File: src/shared/apws_defs.vh
// Purpose: Constants for the power and wake sequencer
// Assumes: 200 MHz always-on clock
// Notes: State codes follow the sleep state numbers
`ifndef APWS_DEFS_VH
`define APWS_DEFS_VH

// ****************************************
// Sleep state codes
// ****************************************
`define APWS_S0 3'h0
`define APWS_S1 3'h1
`define APWS_S3 3'h3
`define APWS_S4 3'h4
`define APWS_S5 3'h5
`define APWS_RST_STATE 3'h5

// ****************************************
// Global state codes
// ****************************************
`define APWS_G0 2'h0
`define APWS_G1 2'h1
`define APWS_G2 2'h2

// ****************************************
// Wake source bit positions
// ****************************************
`define APWS_W_SW 0
`define APWS_W_LAN 1
`define APWS_W_RING 2
`define APWS_W_PME 3
`define APWS_W_KBMS 4
`define APWS_W_RTC 5
`define APWS_W_USB 6
`define APWS_W_PCIE 7
`define APWS_NSRC 8
`define APWS_SRC_RST 8'h00

// ****************************************
// Timing
// ****************************************
`define APWS_CLK_HZ 200000000
`define APWS_LONG_PRESS_S 4

`endif

File: src/core/apws_seq.v
// Purpose: Power state sequencer with power switch timing and wake gating
// Assumes: Switch and wake inputs are asynchronous pins; settings are on mclk_i
// Notes: Reset leaves the system in soft-off

`include "apws_defs.vh"

// What this block does
// RQ1: A short press in soft-off moves the system to working.
// RQ2: A short press in working moves the system to a sleeping state.
// RQ3: A press held past four seconds in working or sleeping forces soft-off.
// RQ4: A short press in a sleeping state wakes the system to working.
// RQ5: With ACPI on, the operating system commands transitions and the block performs them.
// RQ6: A short press in working enters S3 when the policy input is set, S1 when it is clear.
// RQ7: Switch, RTC alarm and express-bus wake may wake from S1, S3, S4 and S5.
// RQ8: Network and conventional-bus wake work from S1, S3, S4, and from S5 only when enabled.
// RQ9: With the power-on option set, a network wake in S5 is a valid wake.
// RQ10: Modem ring, keyboard/mouse and USB wake only from S1 or S3.
// RQ11: In S3, S4 and S5 devices sit in D3 unpowered while wake logic stays powered.
// RQ12: Leaving S5 starts a cold boot, leaving S3 or S4 restores saved context.
// RQ13: The conventional-bus event wakes only when wake on event is enabled.
// RQ14: The express-bus wake starts a wake from any sleep state.
// RQ15: A counter on the always-on clock times the press and fires the long action at threshold.
module apws_seq #(
    parameter [31:0] LONG_CYC = `APWS_LONG_PRESS_S * `APWS_CLK_HZ
) (
    // Clock and reset
    input wire mclk_i,
    input wire rst_n_i,
    // Front panel switch, active low
    input wire pwr_sw_n_i,
    // Wake sources from pins
    input wire lan_wake_i,
    input wire ring_i,
    input wire pme_n_i,
    input wire kbms_i,
    input wire rtc_alarm_i,
    input wire usb_i,
    input wire pcie_wake_n_i,
    // Firmware settings
    input wire acpi_en_i,
    input wire sw_sleep_pol_i,
    input wire lan_s5_en_i,
    input wire pme_en_i,
    input wire pme_s5_en_i,
    // Operating system command
    input wire os_req_i,
    input wire [2:0] os_state_i,
    // Power state outputs
    output reg [2:0] sstate_o,
    output reg [1:0] gstate_o,
    output reg main_pwr_o,
    output reg dev_d3_o,
    output reg wake_logic_pwr_o,
    output reg cold_boot_o,
    output reg resume_o,
    output reg wake_evt_o,
    output reg os_ack_o
);

    // ****************************************
    // Input synchronisers
    // ****************************************
    wire [`APWS_NSRC-1:0] raw_w;
    reg [`APWS_NSRC-1:0] sync1_r;
    reg [`APWS_NSRC-1:0] sync2_r;
    reg [`APWS_NSRC-1:0] sync3_r;
    reg [`APWS_NSRC-1:0] filt_r;
    reg [`APWS_NSRC-1:0] filt_d_r;

    assign raw_w[`APWS_W_SW] = ~pwr_sw_n_i;
    assign raw_w[`APWS_W_LAN] = lan_wake_i;
    assign raw_w[`APWS_W_RING] = ring_i;
    assign raw_w[`APWS_W_PME] = ~pme_n_i;
    assign raw_w[`APWS_W_KBMS] = kbms_i;
    assign raw_w[`APWS_W_RTC] = rtc_alarm_i;
    assign raw_w[`APWS_W_USB] = usb_i;
    assign raw_w[`APWS_W_PCIE] = ~pcie_wake_n_i;

    genvar gi;
    generate
        for (gi = 0; gi < `APWS_NSRC; gi = gi + 1) begin : g_sync
            always @(posedge mclk_i) begin
                if (!rst_n_i) begin
                    sync1_r[gi] <= 1'b0;
                    sync2_r[gi] <= 1'b0;
                    sync3_r[gi] <= 1'b0;
                    filt_r[gi] <= 1'b0;
                    filt_d_r[gi] <= 1'b0;
                end else begin
                    sync1_r[gi] <= raw_w[gi];
                    sync2_r[gi] <= sync1_r[gi];
                    sync3_r[gi] <= sync2_r[gi];
                    if (sync2_r[gi] == sync3_r[gi]) begin
                        filt_r[gi] <= sync3_r[gi];
                    end
                    filt_d_r[gi] <= filt_r[gi];
                end
            end
        end
    endgenerate

    wire [`APWS_NSRC-1:0] rise_w;
    assign rise_w = filt_r & ~filt_d_r;

    wire sw_on_w;
    wire sw_rel_w;
    assign sw_on_w = filt_r[`APWS_W_SW];
    assign sw_rel_w = filt_d_r[`APWS_W_SW] & ~filt_r[`APWS_W_SW];

    // ****************************************
    // Press timer
    // ****************************************
    reg [31:0] press_cnt_r;
    reg long_done_r;
    reg long_fire_r;
    reg short_fire_r;

    always @(posedge mclk_i) begin
        if (!rst_n_i) begin
            press_cnt_r <= 32'h00000000;
            long_done_r <= 1'b0;
            long_fire_r <= 1'b0;
            short_fire_r <= 1'b0;
        end else begin
            long_fire_r <= 1'b0;
            short_fire_r <= 1'b0;
            if (sw_on_w) begin
                if (press_cnt_r != LONG_CYC) begin
                    press_cnt_r <= press_cnt_r + 32'h00000001; // RQ15
                end
                if (press_cnt_r == LONG_CYC - 32'h00000001 && !long_done_r) begin
                    long_fire_r <= 1'b1; // RQ15
                    long_done_r <= 1'b1;
                end
            end else begin
                press_cnt_r <= 32'h00000000;
                long_done_r <= 1'b0;
                if (sw_rel_w && !long_done_r) begin
                    short_fire_r <= 1'b1;
                end
            end
        end
    end

    // ****************************************
    // Wake gating
    // ****************************************
    reg [`APWS_NSRC-1:0] wake_ok;

    always @* begin
        wake_ok = `APWS_SRC_RST;
        case (sstate_o)
            `APWS_S1, `APWS_S3: begin
                wake_ok[`APWS_W_RTC] = 1'b1; // RQ7
                wake_ok[`APWS_W_PCIE] = 1'b1; // RQ14
                wake_ok[`APWS_W_LAN] = 1'b1; // RQ8
                wake_ok[`APWS_W_PME] = pme_en_i; // RQ13
                wake_ok[`APWS_W_RING] = 1'b1; // RQ10
                wake_ok[`APWS_W_KBMS] = 1'b1; // RQ10
                wake_ok[`APWS_W_USB] = 1'b1; // RQ10
            end
            `APWS_S4: begin
                wake_ok[`APWS_W_RTC] = 1'b1; // RQ7
                wake_ok[`APWS_W_PCIE] = 1'b1; // RQ14
                wake_ok[`APWS_W_LAN] = 1'b1; // RQ8
                wake_ok[`APWS_W_PME] = pme_en_i; // RQ13
            end
            `APWS_S5: begin
                wake_ok[`APWS_W_RTC] = 1'b1; // RQ7
                wake_ok[`APWS_W_PCIE] = 1'b1; // RQ14
                wake_ok[`APWS_W_LAN] = lan_s5_en_i; // RQ9
                wake_ok[`APWS_W_PME] = pme_en_i & pme_s5_en_i; // RQ8
            end
            default: begin
                wake_ok = `APWS_SRC_RST;
            end
        endcase
    end

    wire src_wake_w;
    assign src_wake_w = |(rise_w & wake_ok & ~(8'h01 << `APWS_W_SW));

    // ****************************************
    // State sequencer
    // ****************************************
    wire is_sleep_w;
    wire os_ok_w;
    assign is_sleep_w = (sstate_o == `APWS_S1) || (sstate_o == `APWS_S3) ||
                        (sstate_o == `APWS_S4) || (sstate_o == `APWS_S5);
    assign os_ok_w = acpi_en_i && os_req_i && (sstate_o == `APWS_S0) &&
                     ((os_state_i == `APWS_S1) || (os_state_i == `APWS_S3) ||
                      (os_state_i == `APWS_S4) || (os_state_i == `APWS_S5));

    reg [2:0] state_nxt;
    reg wake_nxt;
    reg ack_nxt;

    always @* begin
        state_nxt = sstate_o;
        wake_nxt = 1'b0;
        ack_nxt = 1'b0;
        if (long_fire_r && sstate_o != `APWS_S5) begin
            state_nxt = `APWS_S5; // RQ3
        end else if (os_ok_w) begin
            state_nxt = os_state_i; // RQ5
            ack_nxt = 1'b1;
        end else if (short_fire_r) begin
            case (sstate_o)
                `APWS_S0: begin
                    if (sw_sleep_pol_i) begin
                        state_nxt = `APWS_S3; // RQ6
                    end else begin
                        state_nxt = `APWS_S1; // RQ2
                    end
                end
                `APWS_S5: begin
                    state_nxt = `APWS_S0; // RQ1
                    wake_nxt = 1'b1;
                end
                `APWS_S1, `APWS_S3, `APWS_S4: begin
                    state_nxt = `APWS_S0; // RQ4
                    wake_nxt = 1'b1;
                end
                default: begin
                    state_nxt = `APWS_S5;
                end
            endcase
        end else if (is_sleep_w && src_wake_w) begin
            state_nxt = `APWS_S0; // RQ7
            wake_nxt = 1'b1;
        end
    end

    always @(posedge mclk_i) begin
        if (!rst_n_i) begin
            sstate_o <= `APWS_RST_STATE;
            gstate_o <= `APWS_G2;
            main_pwr_o <= 1'b0;
            dev_d3_o <= 1'b1;
            wake_logic_pwr_o <= 1'b1;
            cold_boot_o <= 1'b0;
            resume_o <= 1'b0;
            wake_evt_o <= 1'b0;
            os_ack_o <= 1'b0;
        end else begin
            sstate_o <= state_nxt;
            wake_evt_o <= wake_nxt;
            os_ack_o <= ack_nxt;
            wake_logic_pwr_o <= 1'b1; // RQ11
            cold_boot_o <= wake_nxt && (sstate_o == `APWS_S5); // RQ12
            resume_o <= wake_nxt && ((sstate_o == `APWS_S3) ||
                                     (sstate_o == `APWS_S4)); // RQ12
            case (state_nxt)
                `APWS_S0: begin
                    gstate_o <= `APWS_G0;
                    main_pwr_o <= 1'b1;
                    dev_d3_o <= 1'b0;
                end
                `APWS_S1: begin
                    gstate_o <= `APWS_G1;
                    main_pwr_o <= 1'b1;
                    dev_d3_o <= 1'b0;
                end
                `APWS_S3, `APWS_S4: begin
                    gstate_o <= `APWS_G1;
                    main_pwr_o <= 1'b0;
                    dev_d3_o <= 1'b1; // RQ11
                end
                default: begin
                    gstate_o <= `APWS_G2;
                    main_pwr_o <= 1'b0;
                    dev_d3_o <= 1'b1; // RQ11
                end
            endcase
        end
    end

endmodule

File: config.mk
export PLATFORM = sky130hd
export DESIGN_NAME = apws_seq
export DESIGN_NICKNAME = d
export VERILOG_FILES = /design/src/core/apws_seq.v
export VERILOG_INCLUDE_DIRS = /design/src /design/src/shared
export SDC_FILE = /design/constraint.sdc
export NUM_CORES = 1
export LEC_CHECK = 0
export BUFFER_PORTS_ARGS = -buffer_cell sky130_fd_sc_hd__buf_2
export CORE_ASPECT_RATIO = 0.6
export CORE_MARGIN = 3
export CORE_UTILIZATION = 45
export CTS_CLUSTER_DIAMETER = 200
export DETAILED_ROUTE_END_ITERATION = 6
export PLACE_DENSITY = 0.69
export SYNTH_ARGS = -nofsm -noshare
export SYNTH_HDL_FRONTEND = slang
export SYNTH_SLANG_ARGS = --single-unit
export TNS_END_PERCENT = 10
File: constraint.sdc
create_clock -name mclk_i -period 3.17 [get_ports mclk_i]
set_input_delay 0.317 -clock mclk_i [delete_from_list [all_inputs] [get_ports mclk_i]]
set_output_delay 0.317 -clock mclk_i [all_outputs]
set_load 0.05 [all_outputs]
After elaboration in Yosys (flattened, before gate mapping)
Index checks and enable logic that the tools add are counted.
{ "classes": {"n_addsub": 1, "eq_ne": 22, "mux": 20, "bitwise_logic": 10, "n_reduce_logical": 28} }
{ "ops": {"columns": ["operator", "count"], "rows": [
  ["adder 32 x 1 -> 32 bit, second input constant", 1],
  ["equality test 32 x 30 -> 1 bit, second input constant", 1],
  ["inequality test 32 x 30 -> 1 bit, second input constant", 1],
  ["AND 8 bit", 2],
  ["equality test 3 bit, second input constant", 5],
  ["two-way mux 3 bit", 4],
  ["two-way mux 1 bit", 11],
  ["equality test 3 x 1 -> 1 bit, second input constant", 3],
  ["equality test 3 x 2 -> 1 bit, second input constant", 3],
  ["logical AND 1 bit", 9],
  ["equality test 1 bit", 8],
  ["inverter 8 bit", 1],
  ["OR reduction 2 bit", 4],
  ["logical OR 1 bit", 7],
  ["OR reduction 7 bit", 1],
  ["zero test 3 bit", 2],
  ["case mux 3 bit (2 select lines)", 1],
  ["OR reduction 3 bit", 2],
  ["inverter 1 bit", 5],
  ["case mux 1 bit (2 select lines)", 2],
  ["case mux 2 bit (2 select lines)", 1],
  ["OR reduction 4 bit", 1],
  ["inequality test 3 bit, second input constant", 1],
  ["AND 1 bit", 2],
  ["other kinds (3)", 3]
]} }
{ "totals": {"reg_bits": 86, "output_inout_bits": 12, "wordCells": 133} }

Longest topological paths before layout
{ "logic_depth": {"word_depth": 13, "depth_mapped": 8, "depth_no_buf": 8} }

Least setup slack after synthesis
Ideal clock, no wire load.
{ "synth_timing": {"path_type": "register to register", "start": "register sstate_o[2]", "end": "register gstate_o[0]", "setup_ns": 0.066, "arrival_time_ns": 2.199, "required_ns": 3.104, "setup_slack_ns": 0.905, "stages_incl_launch_ff": 8, "synth_period_minus_slack_ns": 2.265, "path_cell_list": "dfxtp_1 > nand2b_1 > o221ai_1 > a311oi_2 > nand3b_2 > o221a_4 > or3_1 > a21oi_2"} }
{ "synth_via": {"elab_chain_cells": 13, "elab_cells_between_ends": 33, "classes_between": "eq/ne (8); mux (10); bitwise (1); reduce/logical (14)"} }
{ "synth_rtl": {"columns": ["element", "line", "text"], "rows": [
  ["start: declaration", "apws_seq.v:49", "output reg [2:0] sstate_o,"],
  ["start signal: assignment", "apws_seq.v:236", "sstate_o <= `APWS_RST_STATE;"],
  ["start signal: assignment", "apws_seq.v:246", "sstate_o <= state_nxt;"],
  ["equality test 3 x 1 -> 1 bit (tied with other cells)", "apws_seq.v:152, apws_seq.v:208", null],
  ["OR reduction 3 bit (no line) (tied with other cells)", null, null],
  ["case mux 1 bit (2 select lines) or two-way mux 1 bit (tied branches)", "apws_seq.v:152", "case (sstate_o)"],
  ["AND 8 bit", "apws_seq.v:181", "assign src_wake_w = |(rise_w & wake_ok & ~(8'h01 << `APWS_W_SW));"],
  ["OR reduction 7 bit", "apws_seq.v:181", null],
  ["logical AND 1 bit", "apws_seq.v:228", "end else if (is_sleep_w && src_wake_w) begin"],
  ["two-way mux 3 bit", "apws_seq.v:228", null],
  ["two-way mux 3 bit", "apws_seq.v:207", "end else if (short_fire_r) begin"],
  ["two-way mux 3 bit", "apws_seq.v:204", "end else if (os_ok_w) begin"],
  ["two-way mux 3 bit (*)", "apws_seq.v:202", "if (long_fire_r && sstate_o != `APWS_S5) begin"],
  ["equality test 3 x 1 -> 1 bit (tied with other cells)", "apws_seq.v:253", "case (state_nxt)"],
  ["OR reduction 3 bit (no line)", null, null],
  ["case mux 2 bit (2 select lines) (*)", "apws_seq.v:253", null],
  ["end signal: assignment", "apws_seq.v:255", "gstate_o <= `APWS_G0;"],
  ["end signal: assignment", "apws_seq.v:260", "gstate_o <= `APWS_G1;"],
  ["end signal: assignment", "apws_seq.v:265", "gstate_o <= `APWS_G1;"],
  ["end: declaration", "apws_seq.v:50", "output reg [1:0] gstate_o,"]
]} }
Mark *: on every way between the ends. The rest lies on a longest branch, timed or not.
A chain may end at the register's enable or synchronous reset.

Final worst setup path
Same ends and word-level chain as after synthesis.

==> results_dict.tcl <==
set metrics [dict create \
    outcome "completed" \
    fillerInstances 604 \
    cp-end-kind "flip-flop" \
    critPathMaxFanout 12 \
    power.leakage_nw 1.41 \
    cts-resized-gates 0 \
    setup_viol 0 \
    dpl.hpwl_um 4030 \
    path_cells "nand2b_1 > o221ai_1 > a311oi_2 > nand3b_2 > o221a_4 > or3_1 > a21oi_2" \
    wl_um 5810 \
    finalPower_mw 2.17 \
    period_share 0.725 \
    hp-class "input port to flip-flop" \
    share_clk_of_total_power 0.470 \
    mostFrequentLayoutCells "dfxtp_1 (86), nor2_1 (38), and2_1 (32)" \
    area_delta_synth_final_pct 15.5 \
    path_clk_slew_ns 0.06 \
    fmax_ghz 0.435 \
    power.density_mw_per_mm2 573 \
    path_depth 7 \
    die_w_um 116 \
    die_h_um 72.2 \
    grtUsageTotal 0.150 \
    coreArea_mm2 0.00688 \
    design_area_mm2 0.00380 \
    vias 2367 \
    p_seq_frac 0.506 \
    ys_seq_area_frac 0.524 \
    layout.nets 407 \
    antenna_found_initial 0 \
    ant_nets 0 \
    endpoint "gstate_o[0]" \
    drive_gt1_frac 0.144 \
    yosysTopAreaCell "dfxtp_1" \
    synth_area_mm2 0.00329 \
    hold_ws_ns 0.131 \
    io_pins 31 \
    r2r_start "sstate_o[2]" \
    start_util 0.478 \
    ir_drop_mv 0.268 \
    critPathBufInv 0 \
    clockRootBuffer "clkbuf_16" \
    clk_latency_ns 0.33 \
    regArea_mm2 0.00172 \
    finalHoldViolCount 0 \
    clock_skew_ns 0.00639 \
    final_cells 476 \
    drv_slew 0 \
    r2r_cells 7 \
    post_drt_wl_per_cell_um 12.2 \
    n_antenna_cell 0 \
    portBuffers 29 \
    slowest_delay_ns 0.52 \
    gp_congestion 0.942 \
    ys_top_cells_by_area "dfxtp_1 (52%), and2_1 (6.1%), nor2_1 (4.3%), nand2_1 (3.2%), xnor2_1 (3.2%)" \
    power.switching_uw 411 \
    h-tree-depth 3 \
    avgSynthCellArea_um2 9.29 \
    die_area_mm2 0.00840 \
    grt_max_degree 35 \
    worst_path_max_delay_cell "dfxtp_1" \
    r2r_end "gstate_o[0]" \
    cts_tree "done" \
    drt_iter0_drc 135 \
    viasPerCell 4.97 \
    numCtsBuffers 9 \
    cts_sinks 86 \
    yosysWarnings 0 \
    syn_nets 375 \
    ys.flop_type "dfxtp_1" \
    synth-edff-count 0 \
    critPathArrivalTime_ns 2.56 \
    rrSetupSlack_ns 0.87 \
    placed_cell_area_mm2 0.00351 \
    cp_top_family "compound AO/OA/AOI/OAI gates" \
    cp_data_required_time_ns 3.44 \
    ys_async_sr_fraction 0 \
    crit_path_start "sstate_o[2]" \
    crit_path_start_kind "flip-flop" \
    placementRows 23 \
    cts_setup_buffers 0 \
    multi_input_area_mm2 0.00146 \
    grt_pass1_vias 2113 \
    cap_viol_max_count 0 \
    yosysUniqueCellTypes 46 \
    ys_seq_elements 86 \
    rsz0062_at_grt "no" \
    netSwitchingFraction 0.189 \
    final_common_cell "dfxtp_1" \
    cts_buffer_depth 2 \
    critPathKind "flip-flop to flip-flop" \
    hold_buffers 0 \
    grt_overflow 0 \
    post-route-min-period_ns 2.30 \
    grt_first_pass_wirelength_um 9690 \
    final.setup.tns_ns 0 \
    drcViolationCount 0 \
    dp_cells 462 \
    combPwrFrac 0.024 \
    yosys.area.top_type_share 0.524 \
    p_int_mw 1.76 \
    dr.pass1.iters 4 \
    syn_inst 354 \
]
-- synthesized netlist by cell type (2+ instances only) --
cell type / number
and2_1: 32
a31oi_1: 2
nand2b_1: 4
nor2b_1: 4
nor3_1: 8
nand4_1: 8
nor2_1: 38
xor2_1: 12
and3_1: 5
o21ai_0: 15
clkbuf_1: 7
and4_1: 3
or2_2: 2
nand2_1: 28
a21oi_1: 14
ha_1: 2
nand3_1: 11
dfxtp_1: 86
nor4_1: 4
xnor2_1: 12
inv_1: 14
a21boi_0: 8
or2b_2: 4
or3_1: 9
-- routing by layer --
metal,up-vias,global-route usage,routed length (um),share of wire
li1,1247,-,-,-
met1,1042,0.212,3160,0.54
met2,67,0.192,2080,0.36
met3,11,0.0633,433,0.075
met4,0,0.0772,127,0.022
met5,-,0,0,0
-- kinds of logic after synthesis --
kind of cell    Yosys count  share of synthesized area
buf+inv                  24                     0.0312
other cells               1                    0.00114
xor+xnor                 24                     0.0639
flops                    86                      0.524
mux                       2                    0.00647
simple gates            167                      0.272
compound gates           48                     0.0936
fa+ha+maj                 2                    0.00761
-- registers in the layout (all words and copies together) (netlist names), 2 cells and up --
| name | flops |
|---|---|
| gstate_o | 2 |
| sync2_r | 8 |
| sstate_o | 3 |
| filt_r | 7 |
| press_cnt_r | 32 |
| filt_d_r | 8 |
| sync1_r | 8 |
| sync3_r | 8 |
-- worst min-delay path by stage --
| stage | cells past startpoint | slack (ns) | to | from |
|---|---|---|---|---|
| 3_3_place_gp | 2 | 0.41 | short_fire_r | filt_d_r[0] |
| 2_1_floorplan | 1 | 0.39 | sync1_r[0] | pwr_sw_n_i |
| 4_1_cts | 2 | 0.11 | sync1_r[7] | pcie_wake_n_i |
| 5_1_grt | 2 | 0.12 | sync1_r[3] | pme_n_i |
| 3_5_place_dp | 2 | 0.41 | short_fire_r | filt_d_r[0] |
| 6_report | 2 | 0.13 | sync1_r[3] | pme_n_i |
-- worst register-to-register path: stages (launching register included) --
cell      delay (ns)
dfxtp_1         0.52
nand2b_1        0.23
o221ai_1        0.17
a311oi_2        0.34
nand3b_2        0.17
o221a_4         0.30
or3_1           0.38
a21oi_2         0.12
-- area by class of cell --
cell class | count | share of cell area
Inverter | 14 | 0.0138
Multi-Input combinational cell | 244 | 0.386
Tap cell | 87 | 0.0287
Clock buffer | 13 | 0.0685
Sequential cell | 86 | 0.453
Clock inverter | 1 | 0.00791
Timing Repair Buffer | 31 | 0.0422
-- metrics by stage --
step | setup WS [ns] | util
2_1_floorplan | 0.905 | -
3_3_place_gp | 1.03 | 0.510
3_5_place_dp | 0.922 | 0.510
4_1_cts | 0.901 | 0.552
5_1_grt | 0.778 | 0.552
6_report | 0.872 | 0.552
-- power by group through the flow --
stage | clock network [mW] | logic (mW) | registers [mW]
after floorplan | 0 | 0.0300 | 1.13
after global placement | 0 | 0.0513 | 1.12
after CTS | 1.06 | 0.0522 | 1.10
after detailed placement | 0 | 0.0519 | 1.12
after global routing | 1.10 | 0.0570 | 1.10
final | 1.02 | 0.0518 | 1.10
Note: power is estimated with default switching activity, not from simulation.
